<file path="src/design/sci_pkg.sv">
// shared constants and carrier types for the two-wire serial channel
package sci_pkg;

  // ****************************************************************
  // register offsets on the plain register port
  // ****************************************************************
  localparam logic [3:0] OFS_TX_BUF  = 4'h0;
  localparam logic [3:0] OFS_RX_BUF  = 4'h1;
  localparam logic [3:0] OFS_BRG     = 4'h2;
  localparam logic [3:0] OFS_MODE    = 4'h3;
  localparam logic [3:0] OFS_CTRL0   = 4'h4;
  localparam logic [3:0] OFS_CTRL1   = 4'h5;
  localparam logic [3:0] OFS_SMR1    = 4'h6;
  localparam logic [3:0] OFS_SMR2    = 4'h7;
  localparam logic [3:0] OFS_SMR3    = 4'h8;

  // ****************************************************************
  // field positions
  // ****************************************************************
  localparam int MODE_CLOCK_SOURCE_DIRECTION   = 3;   // clock_source_direction
  localparam int C0_SHIFT_REGISTER_EMPTY     = 3;   // shift_register_empty
  localparam int C1_TE        = 0;   // transmit_enable_bit
  localparam int C1_TI        = 1;   // tx_buffer_empty
  localparam int C1_RE        = 2;   // rx_enable_bit
  localparam int C1_RI        = 3;   // rx_done_flag
  localparam int SMR_TWO_WIRE_MODE_SELECT     = 0;   // two_wire_mode_select
  localparam int SMR_ABC      = 1;   // arb_loss_timing_select
  localparam int SMR_BBS      = 2;   // bus_busy_flag
  localparam int SMR2_TWO_WIRE_IRQ_SELECT   = 0;
  localparam int SMR2_CSC     = 1;
  localparam int SMR2_SWC     = 2;
  localparam int SMR2_ALS     = 3;
  localparam int SMR2_SLAVE_REINIT_ON_START    = 4;
  localparam int SMR2_CLOCK_FORCE_LOW    = 5;
  localparam int SMR2_DATA_LINE_RELEASE    = 6;
  localparam int SMR3_DL_LO   = 5;   // data_delay_field, bits 7..5
  localparam int RB_ACK       = 8;
  localparam int RB_ABT       = 11;  // arb_lost_flag
  localparam int RB_OER       = 12;  // overrun_flag

  // ****************************************************************
  // reset values and codes
  // ****************************************************************
  localparam logic [7:0]  RST_BYTE    = 8'h00;
  localparam logic [7:0]  RST_SHIFT   = 8'hFF;
  localparam logic [15:0] RST_WORD    = 16'h0000;
  localparam logic [2:0]  MODE_I2C    = 3'h2;
  localparam logic [3:0]  BIT_LAST    = 4'h8;
  localparam logic [3:0]  BIT_ACKDONE = 4'h9;

  // count source prescale terminals: f1, f2, f8, f32
  localparam logic [4:0] PRE_F1  = 5'h00;
  localparam logic [4:0] PRE_F2  = 5'h01;
  localparam logic [4:0] PRE_F8  = 5'h07;
  localparam logic [4:0] PRE_F32 = 5'h1F;

  // ****************************************************************
  // types
  // ****************************************************************
  typedef enum logic [1:0] {SCI_M_IDLE, SCI_M_LOW, SCI_M_HIGH} sci_mclk_e;

  typedef struct packed {
    logic [3:0]  addr;
    logic [15:0] wdata;
    logic        wr;
    logic        rd;
  } sci_bus_req_s;

  typedef struct packed {
    logic src_tick;
    logic half_tick;
  } sci_rate_s;

endpackage

</file>
<file path="src/design/sci_i2c_top.sv">
// two-wire bus mode of serial channel three: registers, bit engine, pins
//
// The plain strobed port and the address map were chosen for this implementation.
`timescale 1ns/10ps
`default_nettype none
// ****************************************************************
// ****************************************************************

module sci_i2c_top (
  // clock, reset and enable
  input  wire logic                  clk,
  input  wire logic                  rst,
  input  wire logic                  ce,
  // register port
  input  wire sci_pkg::sci_bus_req_s bus_req,
  output var  logic [15:0]           rd_data,
  // clock pin
  input  wire logic                  scl_in,
  output var  logic                  scl_out,
  output var  logic                  scl_oe,
  // data pin
  input  wire logic                  sda_in,
  output var  logic                  sda_out,
  output var  logic                  sda_oe
);

  // ****************************************************************
  // registers and state
  // ****************************************************************
  logic [7:0]         tb_r;
  logic [7:0]         brg_r;
  logic [7:0]         mode_r;
  logic [7:0]         c0_r;
  logic               te_r;
  logic               re_r;
  logic               irs_r;
  logic               ti_r;
  logic               ri_r;
  logic [1:0]         smr_r;
  logic               bbs_r;
  logic [7:0]         smr2_r;
  logic [7:0]         smr3_r;
  logic [7:0]         rb_data_r;
  logic               rb_ack_r;
  logic               ack_smp_r;
  logic               abt_r;
  logic               oer_r;
  logic               arb_pend_r;
  logic               lost_r;
  logic               active_r;
  logic [3:0]         bit_r;
  logic [7:0]         sh_r;
  logic [7:0]         rx_sh_r;
  logic               hold_r;
  logic               scl_m_r, scl_s_r, scl_d_r;
  logic               sda_m_r, sda_s_r, sda_d_r;
  logic [15:0]        rd_nxt;
  sci_pkg::sci_mclk_e mst_r;
  sci_pkg::sci_rate_s ticks;
  logic               sda_dly;

  // ****************************************************************
  // decode
  // ****************************************************************
  logic wr, rd, bus_mode, master, slave;
  logic scl_rise, scl_fall, start_det, stop_det;
  logic byte_go, rx_load, eighth, arb_miss, reinit;
  logic rate_run, rate_clr;

  function automatic logic hit(input logic strobe, input logic [3:0] ofs);
    hit = strobe && (bus_req.addr == ofs);
  endfunction

  assign wr       = ce && bus_req.wr;
  assign rd       = ce && bus_req.rd;
  // role and mode only take effect with both mode selects set
  assign bus_mode = (mode_r[2:0] == sci_pkg::MODE_I2C) && smr_r[sci_pkg::SMR_TWO_WIRE_MODE_SELECT];
  assign master   = bus_mode && !mode_r[sci_pkg::MODE_CLOCK_SOURCE_DIRECTION];
  assign slave    = bus_mode && mode_r[sci_pkg::MODE_CLOCK_SOURCE_DIRECTION];

  // edges seen on the synchronised lines only
  assign scl_rise  = scl_s_r && !scl_d_r;
  assign scl_fall  = !scl_s_r && scl_d_r;
  assign start_det = scl_s_r && scl_d_r && sda_d_r && !sda_s_r;
  assign stop_det  = scl_s_r && scl_d_r && !sda_d_r && sda_s_r;

  // a write in the same cycle would race the load, so it waits
  assign byte_go  = bus_mode && !active_r && te_r && !ti_r && !hit(wr, sci_pkg::OFS_TX_BUF);
  assign eighth   = active_r && scl_rise && (bit_r == 4'h7);
  assign rx_load  = active_r && (smr2_r[sci_pkg::SMR2_TWO_WIRE_IRQ_SELECT]
                                 ? (scl_fall && bit_r == sci_pkg::BIT_ACKDONE)
                                 : (scl_rise && bit_r == sci_pkg::BIT_LAST));
  assign arb_miss = master && active_r && scl_rise && (bit_r < sci_pkg::BIT_LAST)
                    && sh_r[7] && !sda_s_r;
  assign reinit   = slave && smr2_r[sci_pkg::SMR2_SLAVE_REINIT_ON_START] && start_det;

  // csc pauses the high phase while another master holds the line low
  assign rate_run = master && (mst_r != sci_pkg::SCI_M_IDLE)
                    && !(smr2_r[sci_pkg::SMR2_CSC] && mst_r == sci_pkg::SCI_M_HIGH && !scl_s_r);
  assign rate_clr = (mst_r == sci_pkg::SCI_M_IDLE)
                    || (smr2_r[sci_pkg::SMR2_CSC] && mst_r == sci_pkg::SCI_M_HIGH && scl_fall);

  // ****************************************************************
  // pin synchronisers
  // ****************************************************************
  // three flops per pin; the first is read only by the second
  always_ff @(posedge clk) begin
    if (rst) begin
      {scl_m_r, scl_s_r, scl_d_r} <= 3'h7;
      {sda_m_r, sda_s_r, sda_d_r} <= 3'h7;
    end else if (ce) begin
      {scl_m_r, scl_s_r, scl_d_r} <= {scl_in, scl_m_r, scl_s_r};
      {sda_m_r, sda_s_r, sda_d_r} <= {sda_in, sda_m_r, sda_s_r};
    end
  end

  // ****************************************************************
  // configuration registers
  // ****************************************************************
  // plain setup; transmit buffer and rate divisor are write-only; handshake bits are stored but steer nothing
  always_ff @(posedge clk) begin
    if (rst) begin
      tb_r   <= sci_pkg::RST_BYTE;
      brg_r  <= sci_pkg::RST_BYTE;
      mode_r <= sci_pkg::RST_BYTE;
      c0_r   <= sci_pkg::RST_BYTE;
      smr_r  <= 2'h0;
      smr2_r <= sci_pkg::RST_BYTE;
      smr3_r <= sci_pkg::RST_BYTE;
      te_r   <= 1'b0;
      re_r   <= 1'b0;
      irs_r  <= 1'b0;
    end else if (wr) begin
      unique case (bus_req.addr)
        sci_pkg::OFS_TX_BUF: tb_r   <= bus_req.wdata[7:0];
        sci_pkg::OFS_BRG:    brg_r  <= bus_req.wdata[7:0];
        sci_pkg::OFS_MODE:   mode_r <= bus_req.wdata[7:0];
        sci_pkg::OFS_CTRL0:  c0_r   <= bus_req.wdata[7:0];
        sci_pkg::OFS_SMR1:   smr_r  <= bus_req.wdata[1:0];
        sci_pkg::OFS_SMR2:   smr2_r <= bus_req.wdata[7:0];
        sci_pkg::OFS_SMR3:   smr3_r <= bus_req.wdata[7:0];
        sci_pkg::OFS_CTRL1: begin
          te_r  <= bus_req.wdata[sci_pkg::C1_TE];
          re_r  <= bus_req.wdata[sci_pkg::C1_RE];
          irs_r <= bus_req.wdata[4];
        end
        default: ;
      endcase
    end
  end

  // ****************************************************************
  // status flags
  // ****************************************************************
  // buffer empty: set when the byte moves to the shifter, cleared by a write
  always_ff @(posedge clk) begin
    if (rst) begin
      ti_r <= 1'b1;
    end else if (ce) begin
      if (byte_go) begin
        ti_r <= 1'b1;
      end else if (hit(wr, sci_pkg::OFS_TX_BUF)) begin
        ti_r <= 1'b0;
      end
    end
  end

  // reception complete: load sets, reading the buffer clears, set wins
  always_ff @(posedge clk) begin
    if (rst) begin
      ri_r <= 1'b0;
    end else if (ce) begin
      if (rx_load && re_r && !ri_r) begin
        ri_r <= 1'b1;
      end else if (hit(rd, sci_pkg::OFS_RX_BUF)) begin
        ri_r <= 1'b0;
      end
    end
  end

  // overrun: eighth bit of a new byte with the old one unread
  always_ff @(posedge clk) begin
    if (rst) begin
      oer_r <= 1'b0;
    end else if (ce) begin
      if (eighth && re_r && ri_r) begin
        oer_r <= 1'b1;
      end else if (hit(wr, sci_pkg::OFS_CTRL1) && !bus_req.wdata[sci_pkg::C1_RE]) begin
        oer_r <= 1'b0;
      end
    end
  end

  // receive buffer: an unread byte is never overwritten
  always_ff @(posedge clk) begin
    if (rst) begin
      rb_data_r <= sci_pkg::RST_BYTE;
      rb_ack_r  <= 1'b0;
    end else if (ce && rx_load && re_r && !ri_r) begin
      rb_data_r <= rx_sh_r;
      rb_ack_r  <= rb_ack_nxt();
    end
  end

  // ack level of the ninth clock; on the rise itself the sampler is a cycle late
  function automatic logic rb_ack_nxt();
    rb_ack_nxt = smr2_r[sci_pkg::SMR2_TWO_WIRE_IRQ_SELECT] ? ack_smp_r : sda_s_r;
  endfunction

  always_ff @(posedge clk) begin
    if (rst) begin
      ack_smp_r <= 1'b0;
    end else if (ce && active_r && scl_rise && bit_r == sci_pkg::BIT_LAST) begin
      ack_smp_r <= sda_s_r;
    end
  end

  // arbitration: abc=0 flags at once, abc=1 at the ninth rising edge
  always_ff @(posedge clk) begin
    if (rst) begin
      abt_r      <= 1'b0;
      arb_pend_r <= 1'b0;
    end else if (ce) begin
      if (arb_miss) begin
        arb_pend_r <= 1'b1;
      end else if (scl_rise && bit_r == sci_pkg::BIT_LAST) begin
        arb_pend_r <= 1'b0;
      end
      if ((arb_miss && !smr_r[sci_pkg::SMR_ABC])
          || (master && arb_pend_r && scl_rise && bit_r == sci_pkg::BIT_LAST)) begin
        abt_r <= 1'b1;
      end else if (hit(wr, sci_pkg::OFS_RX_BUF) && !bus_req.wdata[sci_pkg::RB_ABT]) begin
        abt_r <= 1'b0;
      end
    end
  end

  // bus busy follows the conditions seen on the pins
  always_ff @(posedge clk) begin
    if (rst) begin
      bbs_r <= 1'b0;
    end else if (ce && bus_mode) begin
      if (start_det) begin
        bbs_r <= 1'b1;
      end else if (stop_det) begin
        bbs_r <= 1'b0;
      end
    end
  end

  // ****************************************************************
  // bit engine
  // ****************************************************************
  // rising edges sample, falling edges shift; byte ends on ninth fall
  always_ff @(posedge clk) begin
    if (rst) begin
      active_r <= 1'b0;
      bit_r    <= 4'h0;
      sh_r     <= sci_pkg::RST_SHIFT;
      rx_sh_r  <= sci_pkg::RST_BYTE;
      lost_r   <= 1'b0;
    end else if (ce) begin
      if (reinit || !bus_mode) begin
        active_r <= 1'b0;
        bit_r    <= 4'h0;
        sh_r     <= sci_pkg::RST_SHIFT;
        lost_r   <= 1'b0;
      end else if (byte_go) begin
        active_r <= 1'b1;
        bit_r    <= 4'h0;
        sh_r     <= tb_r;
        lost_r   <= 1'b0;
      end else if (active_r && scl_rise) begin
        bit_r <= bit_r + 4'h1;
        if (bit_r < sci_pkg::BIT_LAST) begin
          rx_sh_r <= {rx_sh_r[6:0], sda_s_r};
        end
        if (arb_miss) begin
          lost_r <= 1'b1;
        end
      end else if (active_r && scl_fall) begin
        if (bit_r == sci_pkg::BIT_ACKDONE) begin
          active_r <= 1'b0;
          bit_r    <= 4'h0;
          sh_r     <= sci_pkg::RST_SHIFT;
          lost_r   <= 1'b0;
        end else if (bit_r != 4'h0) begin
          sh_r <= {sh_r[6:0], 1'b1}; // ack slot shifts in a released level
        end
      end
    end
  end

  // clock hold from the ninth falling edge until new data or bit cleared
  always_ff @(posedge clk) begin
    if (rst) begin
      hold_r <= 1'b0;
    end else if (ce) begin
      if (smr2_r[sci_pkg::SMR2_SWC] && active_r && scl_fall && bit_r == sci_pkg::BIT_ACKDONE) begin
        hold_r <= 1'b1;
      end else if (!smr2_r[sci_pkg::SMR2_SWC] || hit(wr, sci_pkg::OFS_TX_BUF) || reinit) begin
        hold_r <= 1'b0;
      end
    end
  end

  // ****************************************************************
  // master clock generator
  // ****************************************************************
  // low and high phases each last one half period of the rate generator
  always_ff @(posedge clk) begin
    if (rst || !master) begin
      mst_r <= sci_pkg::SCI_M_IDLE;
    end else if (ce) begin
      unique case (mst_r)
        sci_pkg::SCI_M_IDLE: if (byte_go) begin
          mst_r <= sci_pkg::SCI_M_LOW;
        end
        sci_pkg::SCI_M_LOW: if (ticks.half_tick && !hold_r) begin
          mst_r <= active_r ? sci_pkg::SCI_M_HIGH : sci_pkg::SCI_M_IDLE;
        end
        sci_pkg::SCI_M_HIGH: begin
          if (ticks.half_tick || (smr2_r[sci_pkg::SMR2_CSC] && scl_fall)) begin
            mst_r <= sci_pkg::SCI_M_LOW;
          end
        end
      endcase
    end
  end

  sci_rate_gen u_rate (
    .clk     (clk),
    .rst     (rst),
    .ce      (ce),
    .src_sel (c0_r[1:0]),
    .divisor (brg_r),
    .run     (rate_run),
    .clr     (rate_clr),
    .ticks   (ticks)
  );

  // data low request passes the digital delay before the pin
  sci_sda_delay u_dly (
    .clk  (clk),
    .rst  (rst),
    .ce   (ce),
    .tick (ticks.src_tick),
    .dly  (smr3_r[sci_pkg::SMR3_DL_LO +: 3]),
    .din  (active_r && !sh_r[7]),
    .dout (sda_dly)
  );

  // ****************************************************************
  // pin drivers
  // ****************************************************************
  // open drain: the pin level is always 0, only the enable moves
  always_ff @(posedge clk) begin
    if (rst) begin
      scl_oe  <= 1'b0;
      sda_oe  <= 1'b0;
      scl_out <= 1'b0;
      sda_out <= 1'b0;
    end else if (ce) begin
      scl_oe <= bus_mode && (smr2_r[sci_pkg::SMR2_CLOCK_FORCE_LOW]
                             || hold_r
                             || mst_r == sci_pkg::SCI_M_LOW);
      sda_oe <= bus_mode && sda_dly
                && !smr2_r[sci_pkg::SMR2_DATA_LINE_RELEASE]
                && !(master && smr2_r[sci_pkg::SMR2_ALS] && lost_r);
    end
  end

  // ****************************************************************
  // read port
  // ****************************************************************
  // unmapped offsets read as zero
  always_comb begin
    rd_nxt = sci_pkg::RST_WORD;
    unique case (bus_req.addr)
      sci_pkg::OFS_RX_BUF: begin
        rd_nxt[7:0]             = rb_data_r;
        rd_nxt[sci_pkg::RB_ACK] = rb_ack_r;
        rd_nxt[sci_pkg::RB_ABT] = abt_r;
        rd_nxt[sci_pkg::RB_OER] = oer_r;
      end
      sci_pkg::OFS_MODE:  rd_nxt[7:0] = mode_r;
      sci_pkg::OFS_CTRL0: begin
        rd_nxt[7:0]                = c0_r;
        rd_nxt[sci_pkg::C0_SHIFT_REGISTER_EMPTY]  = !active_r;
      end
      sci_pkg::OFS_CTRL1: begin
        rd_nxt[sci_pkg::C1_TE] = te_r;
        rd_nxt[sci_pkg::C1_TI] = ti_r;
        rd_nxt[sci_pkg::C1_RE] = re_r;
        rd_nxt[sci_pkg::C1_RI] = ri_r;
        rd_nxt[4]              = irs_r;
      end
      sci_pkg::OFS_SMR1: begin
        rd_nxt[1:0]              = smr_r;
        rd_nxt[sci_pkg::SMR_BBS] = bbs_r;
      end
      sci_pkg::OFS_SMR2: rd_nxt[7:0] = smr2_r;
      sci_pkg::OFS_SMR3: rd_nxt[7:0] = smr3_r;
      default: ;
    endcase
  end

  // data stand one cycle after the strobe, zero otherwise
  always_ff @(posedge clk) begin
    if (rst) begin
      rd_data <= sci_pkg::RST_WORD;
    end else if (ce) begin
      rd_data <= rd ? rd_nxt : sci_pkg::RST_WORD;
    end
  end

endmodule

`default_nettype wire

</file>
<file path="src/design/sci_rate_gen.sv">
// transfer-rate generator: count source prescaler and 8-bit divider
`timescale 1ns/10ps
`default_nettype none

module sci_rate_gen (
  // clock and reset
  input  wire logic               clk,
  input  wire logic               rst,
  input  wire logic               ce,
  // setup
  input  wire logic [1:0]         src_sel,
  input  wire logic [7:0]         divisor,
  input  wire logic               run,
  input  wire logic               clr,
  // ticks
  output var  sci_pkg::sci_rate_s ticks
);

  logic [4:0] pre_r;
  logic [7:0] div_r;
  logic [4:0] pre_term;

  // count source terminal count
  always_comb begin
    unique case (src_sel)
      2'h0: pre_term = sci_pkg::PRE_F1;
      2'h1: pre_term = sci_pkg::PRE_F2;
      2'h2: pre_term = sci_pkg::PRE_F8;
      2'h3: pre_term = sci_pkg::PRE_F32;
    endcase
  end

  // prescaler free-runs so the data delay has a time base in both roles
  always_ff @(posedge clk) begin
    if (rst) begin
      pre_r          <= 5'h00;
      ticks.src_tick <= 1'b0;
    end else if (ce) begin
      ticks.src_tick <= (pre_r == pre_term);
      pre_r          <= (pre_r >= pre_term) ? 5'h00 : pre_r + 5'h01;
    end
  end

  // n+1 source ticks per half period gives fj/(2(n+1))
  always_ff @(posedge clk) begin
    if (rst) begin
      div_r           <= 8'h00;
      ticks.half_tick <= 1'b0;
    end else if (ce) begin
      ticks.half_tick <= 1'b0;
      if (clr) begin
        div_r <= 8'h00;
      end else if (run && pre_r == pre_term) begin
        if (div_r == divisor) begin
          div_r           <= 8'h00;
          ticks.half_tick <= 1'b1;
        end else begin
          div_r <= div_r + 8'h01;
        end
      end
    end
  end

endmodule

`default_nettype wire

</file>
<file path="src/design/sci_sda_delay.sv">
// digital delay line on the data output, stepped by the count source
`timescale 1ns/10ps
`default_nettype none

module sci_sda_delay (
  // clock and reset
  input  wire logic       clk,
  input  wire logic       rst,
  input  wire logic       ce,
  // control
  input  wire logic       tick,
  input  wire logic [2:0] dly,
  // data
  input  wire logic       din,
  output var  logic       dout
);

  logic [7:0] tap_r;

  // taps advance once per count source cycle
  always_ff @(posedge clk) begin
    if (rst) begin
      tap_r <= 8'h00;
    end else if (ce && tick) begin
      tap_r <= {tap_r[6:0], din};
    end
  end

  // code 0 bypasses, codes 1..7 pick 2..8 source cycles
  always_ff @(posedge clk) begin
    if (rst) begin
      dout <= 1'b0;
    end else if (ce) begin
      dout <= (dly == 3'h0) ? din : tap_r[dly];
    end
  end

endmodule

`default_nettype wire

</file>
<file path="config.mk">
export PLATFORM = sky130hd
export DESIGN_NAME = sci_i2c_top
export DESIGN_NICKNAME = d
export VERILOG_FILES = /design/src/design/sci_pkg.sv /design/src/design/sci_i2c_top.sv /design/src/design/sci_rate_gen.sv /design/src/design/sci_sda_delay.sv
export SDC_FILE = /design/constraint.sdc
export NUM_CORES = 1
export LEC_CHECK = 0
export BUFFER_PORTS_ARGS = -buffer_cell sky130_fd_sc_hd__buf_2
export CORE_ASPECT_RATIO = 2
export CORE_MARGIN = 5
export CORE_UTILIZATION = 65
export DETAILED_ROUTE_END_ITERATION = 7
export PLACE_DENSITY = 0.86
export SYNTH_ARGS = -nofsm -noshare
export SYNTH_HDL_FRONTEND = slang
export SYNTH_SLANG_ARGS = --single-unit
</file>
<file path="constraint.sdc">
create_clock -name clk -period 6.2 [get_ports clk]
set_input_delay 1.86 -clock clk [delete_from_list [all_inputs] [get_ports clk]]
set_output_delay 1.86 -clock clk [all_outputs]
set_load 0.01 [all_outputs]
</file>
# After elaboration in Yosys (flattened, before gate mapping)
# Cells that the tools add are included.
totals:
  regBits: 142
  input_bits: 27
classes:
  n_addsub: 3
  order_cmp: 3
  eq_ne: 24
  mux: 58
  n_bitwise: 2
  reduce_logical: 139
op_table:
  columns: ["operator", "n"]
  rows:
  - ["8-bit 2-to-1 mux", 9]
  - ["1-bit logical AND", 69]
  - ["2-bit AND reduction", 16]
  - ["1-bit 2-to-1 mux", 31]
  - ["3-bit one-hot mux with 7 select lines", 1]
  - ["4-bit by 3-bit equality test with 1-bit output (second input constant)", 5]
  - ["1-bit logical NOT", 20]
  - ["4-bit 2-to-1 mux", 5]
  - ["5-bit one-hot mux with 4 select lines", 1]
  - ["2-bit nonzero test", 9]
  - ["4-bit AND reduction", 4]
  - ["4-bit nonzero test", 4]
  - ["3-bit one-hot mux with 5 select lines", 1]
  - ["13-bit 2-to-1 mux", 1]
  - ["4-bit equality test (second input constant)", 3]
  - ["2-bit one-hot mux with 6 select lines", 1]
  - ["2-bit 2-to-1 mux", 5]
  - ["1-bit logical OR", 9]
  - ["8-bit by 1-bit adder with 8-bit output (second input constant)", 1]
  - ["4-bit by 2-bit equality test with 1-bit output (second input constant)", 2]
  - ["8-bit equality test", 1]
  - ["2-bit equality test (second input constant)", 3]
  - ["2-bit one-hot mux with 3 select lines", 1]
  - ["3-bit nonzero test", 2]
  - ["21 further kinds", 25]

# Longest topological paths before layout
depth:
  ltp_word: 12
  mapped_depth: 8
  depth_no_buf: 7

# Modules after synthesis
# A second synthesis with hierarchy kept.
hier_totals:
  cells_unflattened: 744
  hier_area_um2: 6444.9
modules_own_cells:
  columns: ["mod", "instances", "cells_each", "area_per_inst_um2", "seq_area_each_um2"]
  rows:
  - ["sci_i2c_top", 1, 589, 5137.4, 2242.2]
  - ["sci_rate_gen", 1, 110, 918.4, 300.3]
  - ["sci_sda_delay", 1, 45, 389.1, 180.2]

# Worst setup path after synthesis
# Ideal clock, no wire load.
synth_timing:
  path_kind: "in2reg"
  start: "in ce"
  end: "reg bit_r[1]"
  setup_ps: 70
  arrival_ps: 3095
  required_time_ps: 6130
  setup_slack_ps: 3035
  path_stages: 6
  path_buffers: 1
  cell_sequence: "buf_2 -> nand4bb_1 -> o21ai_1 -> o211a_4 -> or4b_1 -> a21oi_1"
synth_via:
  elab_chain_cells: 6
  word_cells_on_any_way: 9
  classes_between: "mux (2); reduce/logical (7)"
synth_rtl:
  columns: ["element", "line_no", "rtl"]
  rows:
  - ["start, declared", "sci_i2c_top.sv:13", "input wire logic ce,"]
  - ["1-bit logical AND", "sci_i2c_top.sv:74", "assign wr = ce && bus_req.wr;"]
  - ["1-bit logical AND", "sci_i2c_top.sv:71", "hit = strobe && (bus_req.addr == ofs);"]
  - ["1-bit logical NOT", "sci_i2c_top.sv:88", "assign byte_go = bus_mode && !active_r && te_r && !ti_r && !hit(wr, sci_pkg::OFS_TX_BUF);"]
  - ["1-bit logical AND", "sci_i2c_top.sv:88", null]
  - ["4-bit nonzero test (no line) / 4-bit 2-to-1 mux (equally long branches)", null, null]
  - ["3-bit AND reduction (no line) / 4-bit 2-to-1 mux (equally long branches)", null, null]
  - ["end signal, assigned", "sci_i2c_top.sv:274", "bit_r <= bit_r + 4'h1;"]
  - ["end, declared", "sci_i2c_top.sv:51", "logic [3:0] bit_r;"]
# Parallel ways exist; a longest one is shown, timed or not.
# A chain may end at the register's enable or synchronous reset.

# Final worst setup path
layout_timing:
  start: "in ce"
  end: "reg rb_data_r[1]"
layout_via:
  elab_chain_cells: 3
layout_rtl:
  columns: ["element", "line_no", "rtl"]
  rows:
  - ["1-bit logical AND (3 in a row)", "sci_i2c_top.sv:199", "end else if (ce && rx_load && re_r && !ri_r) begin"]
  - ["end signal, assigned", "sci_i2c_top.sv:197", "rb_data_r <= sci_pkg::RST_BYTE;"]
  - ["end signal, assigned", "sci_i2c_top.sv:200", "rb_data_r <= rx_sh_r;"]
  - ["end, declared", "sci_i2c_top.sv:43", "logic [7:0] rb_data_r;"]
# Every way passes these cells.

==> run summary <==
status - finished, final reports clean
synthesized area - 6450 um2
synth-to-layout area growth - 11.5%
Initial Utilization - 0.665
Post-route DRC - 0
layout cells sized above 1 - 0.126
post-cts sizing count - 0
IO Pins - 47
WL per Instance - 20.4 um
Avg Inst Size Synth - 8.87 um2
Core Region - 9700 um2
hold depth - 2
cell taking the most area after synthesis - dfxtp_1
Pleak - 2.61 nW
Worst Path Required - 6.47 ns
final setup vio count - 0
Final Hold Slack - 0.455 ns
CP endpoint kind - register
filler cell count - 714
DRT Pass-1 Iters - 8
Max-Cap Viols - 0
hold buffer count at cts - 0
diode count - 0
Slew @ Worst Pin - 0.956 ns
CP Max Fanout - 30
post-route ant nets - 0
vias in the first global route - 5689
skew final - 0.00586 ns
power share of the clock group - 0.517
# Post-CTS Setup Buffers - 0
Seq/Total Area, Yosys - 0.422
Final Hold Fails - 0
FF-to-FF End - u_rate.div_r[6]$_SDFFE_PP0P_
synthesized instance count - 727
vias per cell - 6.54
RSZ-0062 raised after global routing - no
yosys warns - 0
DP Wirelength - 12.7 mm
worst skew pair latency - 0.42 ns
setup TNS - 0 ns
CTS Sinks - 136
total gr overflow - 0
switch share - 0.232
CTS Buffer Depth - 2
row count - 51
Worst-path clk slew - 0.06 ns
CTS H-tree depth - 4
Worst Path Arrival - 4.02 ns
Worst R2R Path Depth - 7
Power Internal - 1.55 mW
clock root buffer - clkbuf_16
global-route wire length before repair - 28.5 mm
commonest non-fill, non-tap cells in the layout - dfxtp_1, nand2_1, nor2_1
Hold EP - tb_r[5]$_SDFFE_PP0P_
Fmax achieved - 266 MHz
switching power - 0.468 mW
asr flop ratio synth - 0
Die Y - 151 um
PD cells - 281 nW/um2
HP Class - register to register
Die Footprint - 12100 um2
R2R setup slack - 3.51 ns
port buffer count - 32
reg2reg start - c0_r[0]$_SDFFE_PP0P_
worst vdd ir - 0.286 mV
largest net degree at the start of global routing - 74
total number of vias - 5779
Synth cell types - 77
Pwr Total - 2.02 mW
part of the power in registers - 0.440
top_reg_cell synth - dfxtp_1
period utilisation layout - 0.606
CTS tree - built
power share of the combinational group - 0.043
Slew Limit Fails - 0
Setup crit start kind - input pin
initial drt markers - 618
CP Class - input pin to register
Slew HR - 0.361
number of buffers created by CTS - 17
worst min-delay path startpoint - tb_r[5]$_SDFFE_PP0P_
post-route setup slack - 2.45 ns
WL final - 18.0 mm
leading cell type in the layout, fill and taps excluded - dfxtp_1
EDFF count, synth - 0
routability-driven placement congestion ratio - 0.943
dpl ws - 2.07 ns
post-route minimum period - 3.75 ns
Synth area leaders - dfxtp_1, mux2i_1, a21oi_1
Final nets - 775
initial antenna violation count - 0
Die Wd - 80.4 um
total global-route track usage - 0.309
Yosys top cell area share - 0.422
register bit count reported by yosys - 136
## area by class of cell
class / count / area (um2) / share of cell area
Multi-Input combinational cell: 535 / 3460 / 0.481
Sequential cell: 136 / 2720 / 0.379
Clock buffer: 19 / 443 / 0.0616
Timing Repair Buffer: 35 / 185 / 0.0258
Clock inverter: 13 / 168 / 0.0233
Tap cell: 132 / 165 / 0.0230
Inverter: 13 / 48.8 / 0.00679
## worst max path at each step
stage | startpoint | to | slack (ns)
after floorplan | ce | bit_r[1]$_SDFFE_PP0P_ | 3.04
after global placement | ce | rb_data_r[7]$_SDFFE_PP0P_ | 2.13
after detailed placement | ce | rb_data_r[6]$_SDFFE_PP0P_ | 2.07
after CTS | ce | rb_data_r[1]$_SDFFE_PP0P_ | 2.49
after global routing | ce | rb_data_r[1]$_SDFFE_PP0P_ | 2.27
final | ce | rb_data_r[1]$_SDFFE_PP0P_ | 2.45
## critical path: stages
cell       delay, ns
buf_2           0.42
buf_4           0.41
nand2_1         0.18
a2111oi_4       0.77
mux2i_1         0.29
nor2_1          0.07
## kinds of logic after synthesis
kind of cell / synth area share
mux: 0.0984
flops: 0.422
buf+inv: 0.0452
fa+ha+maj: 0.0194
simple gates: 0.220
xor+xnor: 0.0149
compound gates: 0.180
other cells: 0.000581
## sequential cells by signal, indices dropped and copies added, names as in the netlist, 2 cells and up
register,cells
rx_sh_r,8
rb_data_r,8
tb_r,8
c0_r,7
smr2_r,8
bit_r,4
rd_data,11
u_rate.ticks,2
u_dly.tap_r,8
smr_r,2
u_rate.pre_r,5
mst_r,2
mode_r,8
sh_r,8
brg_r,8
smr3_r,8
u_rate.div_r,8
## metal layers
metal,up-vias,wire [um],GRT usage
li1,2637,-,-
met1,2755,6060,0.305
met2,279,9440,0.546
met3,108,1020,0.0571
met4,0,1520,0.249
met5,-,0,0
## power groups by stage
stage / sequential [mW] / combinational, mW / clock (mW)
6_report: 0.889 / 0.0866 / 1.04
5_1_grt: 0.889 / 0.0927 / 1.09
4_1_cts: 0.889 / 0.0841 / 1.05
3_5_place_dp: 0.908 / 0.0838 / 0
3_3_place_gp: 0.907 / 0.0822 / 0
2_1_floorplan: 0.904 / 0.0619 / 0
## cell usage after synthesis, drive strengths merged, types with 3 or more instances
library cell / number
a211oi: 6
a21o: 6
a21oi: 62
a221oi: 5
a222oi: 4
a22oi: 11
a31o: 3
a31oi: 5
a41oi: 3
and2: 5
and3: 3
and4: 3
and4bb: 4
buf: 27
clkbuf: 22
dfxtp: 136
ha: 10
inv: 13
mux2i: 60
nand2: 81
nand2b: 6
nand3: 24
nand4: 9
nor2: 72
nor2b: 15
nor3: 13
nor3b: 4
nor4: 3
nor4b: 3
o211ai: 6
o21ai: 35
o21bai: 3
o22ai: 5
o311ai: 3
o31ai: 10
or2: 4
or4: 4
or4b: 3
xor2: 11
## through the flow
stage	utilization	instance area [um2]	cells
2_1_floorplan	-	6470	733
3_3_place_gp	0.678	6580	851
3_5_place_dp	0.678	6580	851
4_1_cts	0.741	7190	883
5_1_grt	0.741	7190	883
6_report	0.741	7190	883
Power figures use the tool's default switching activity.
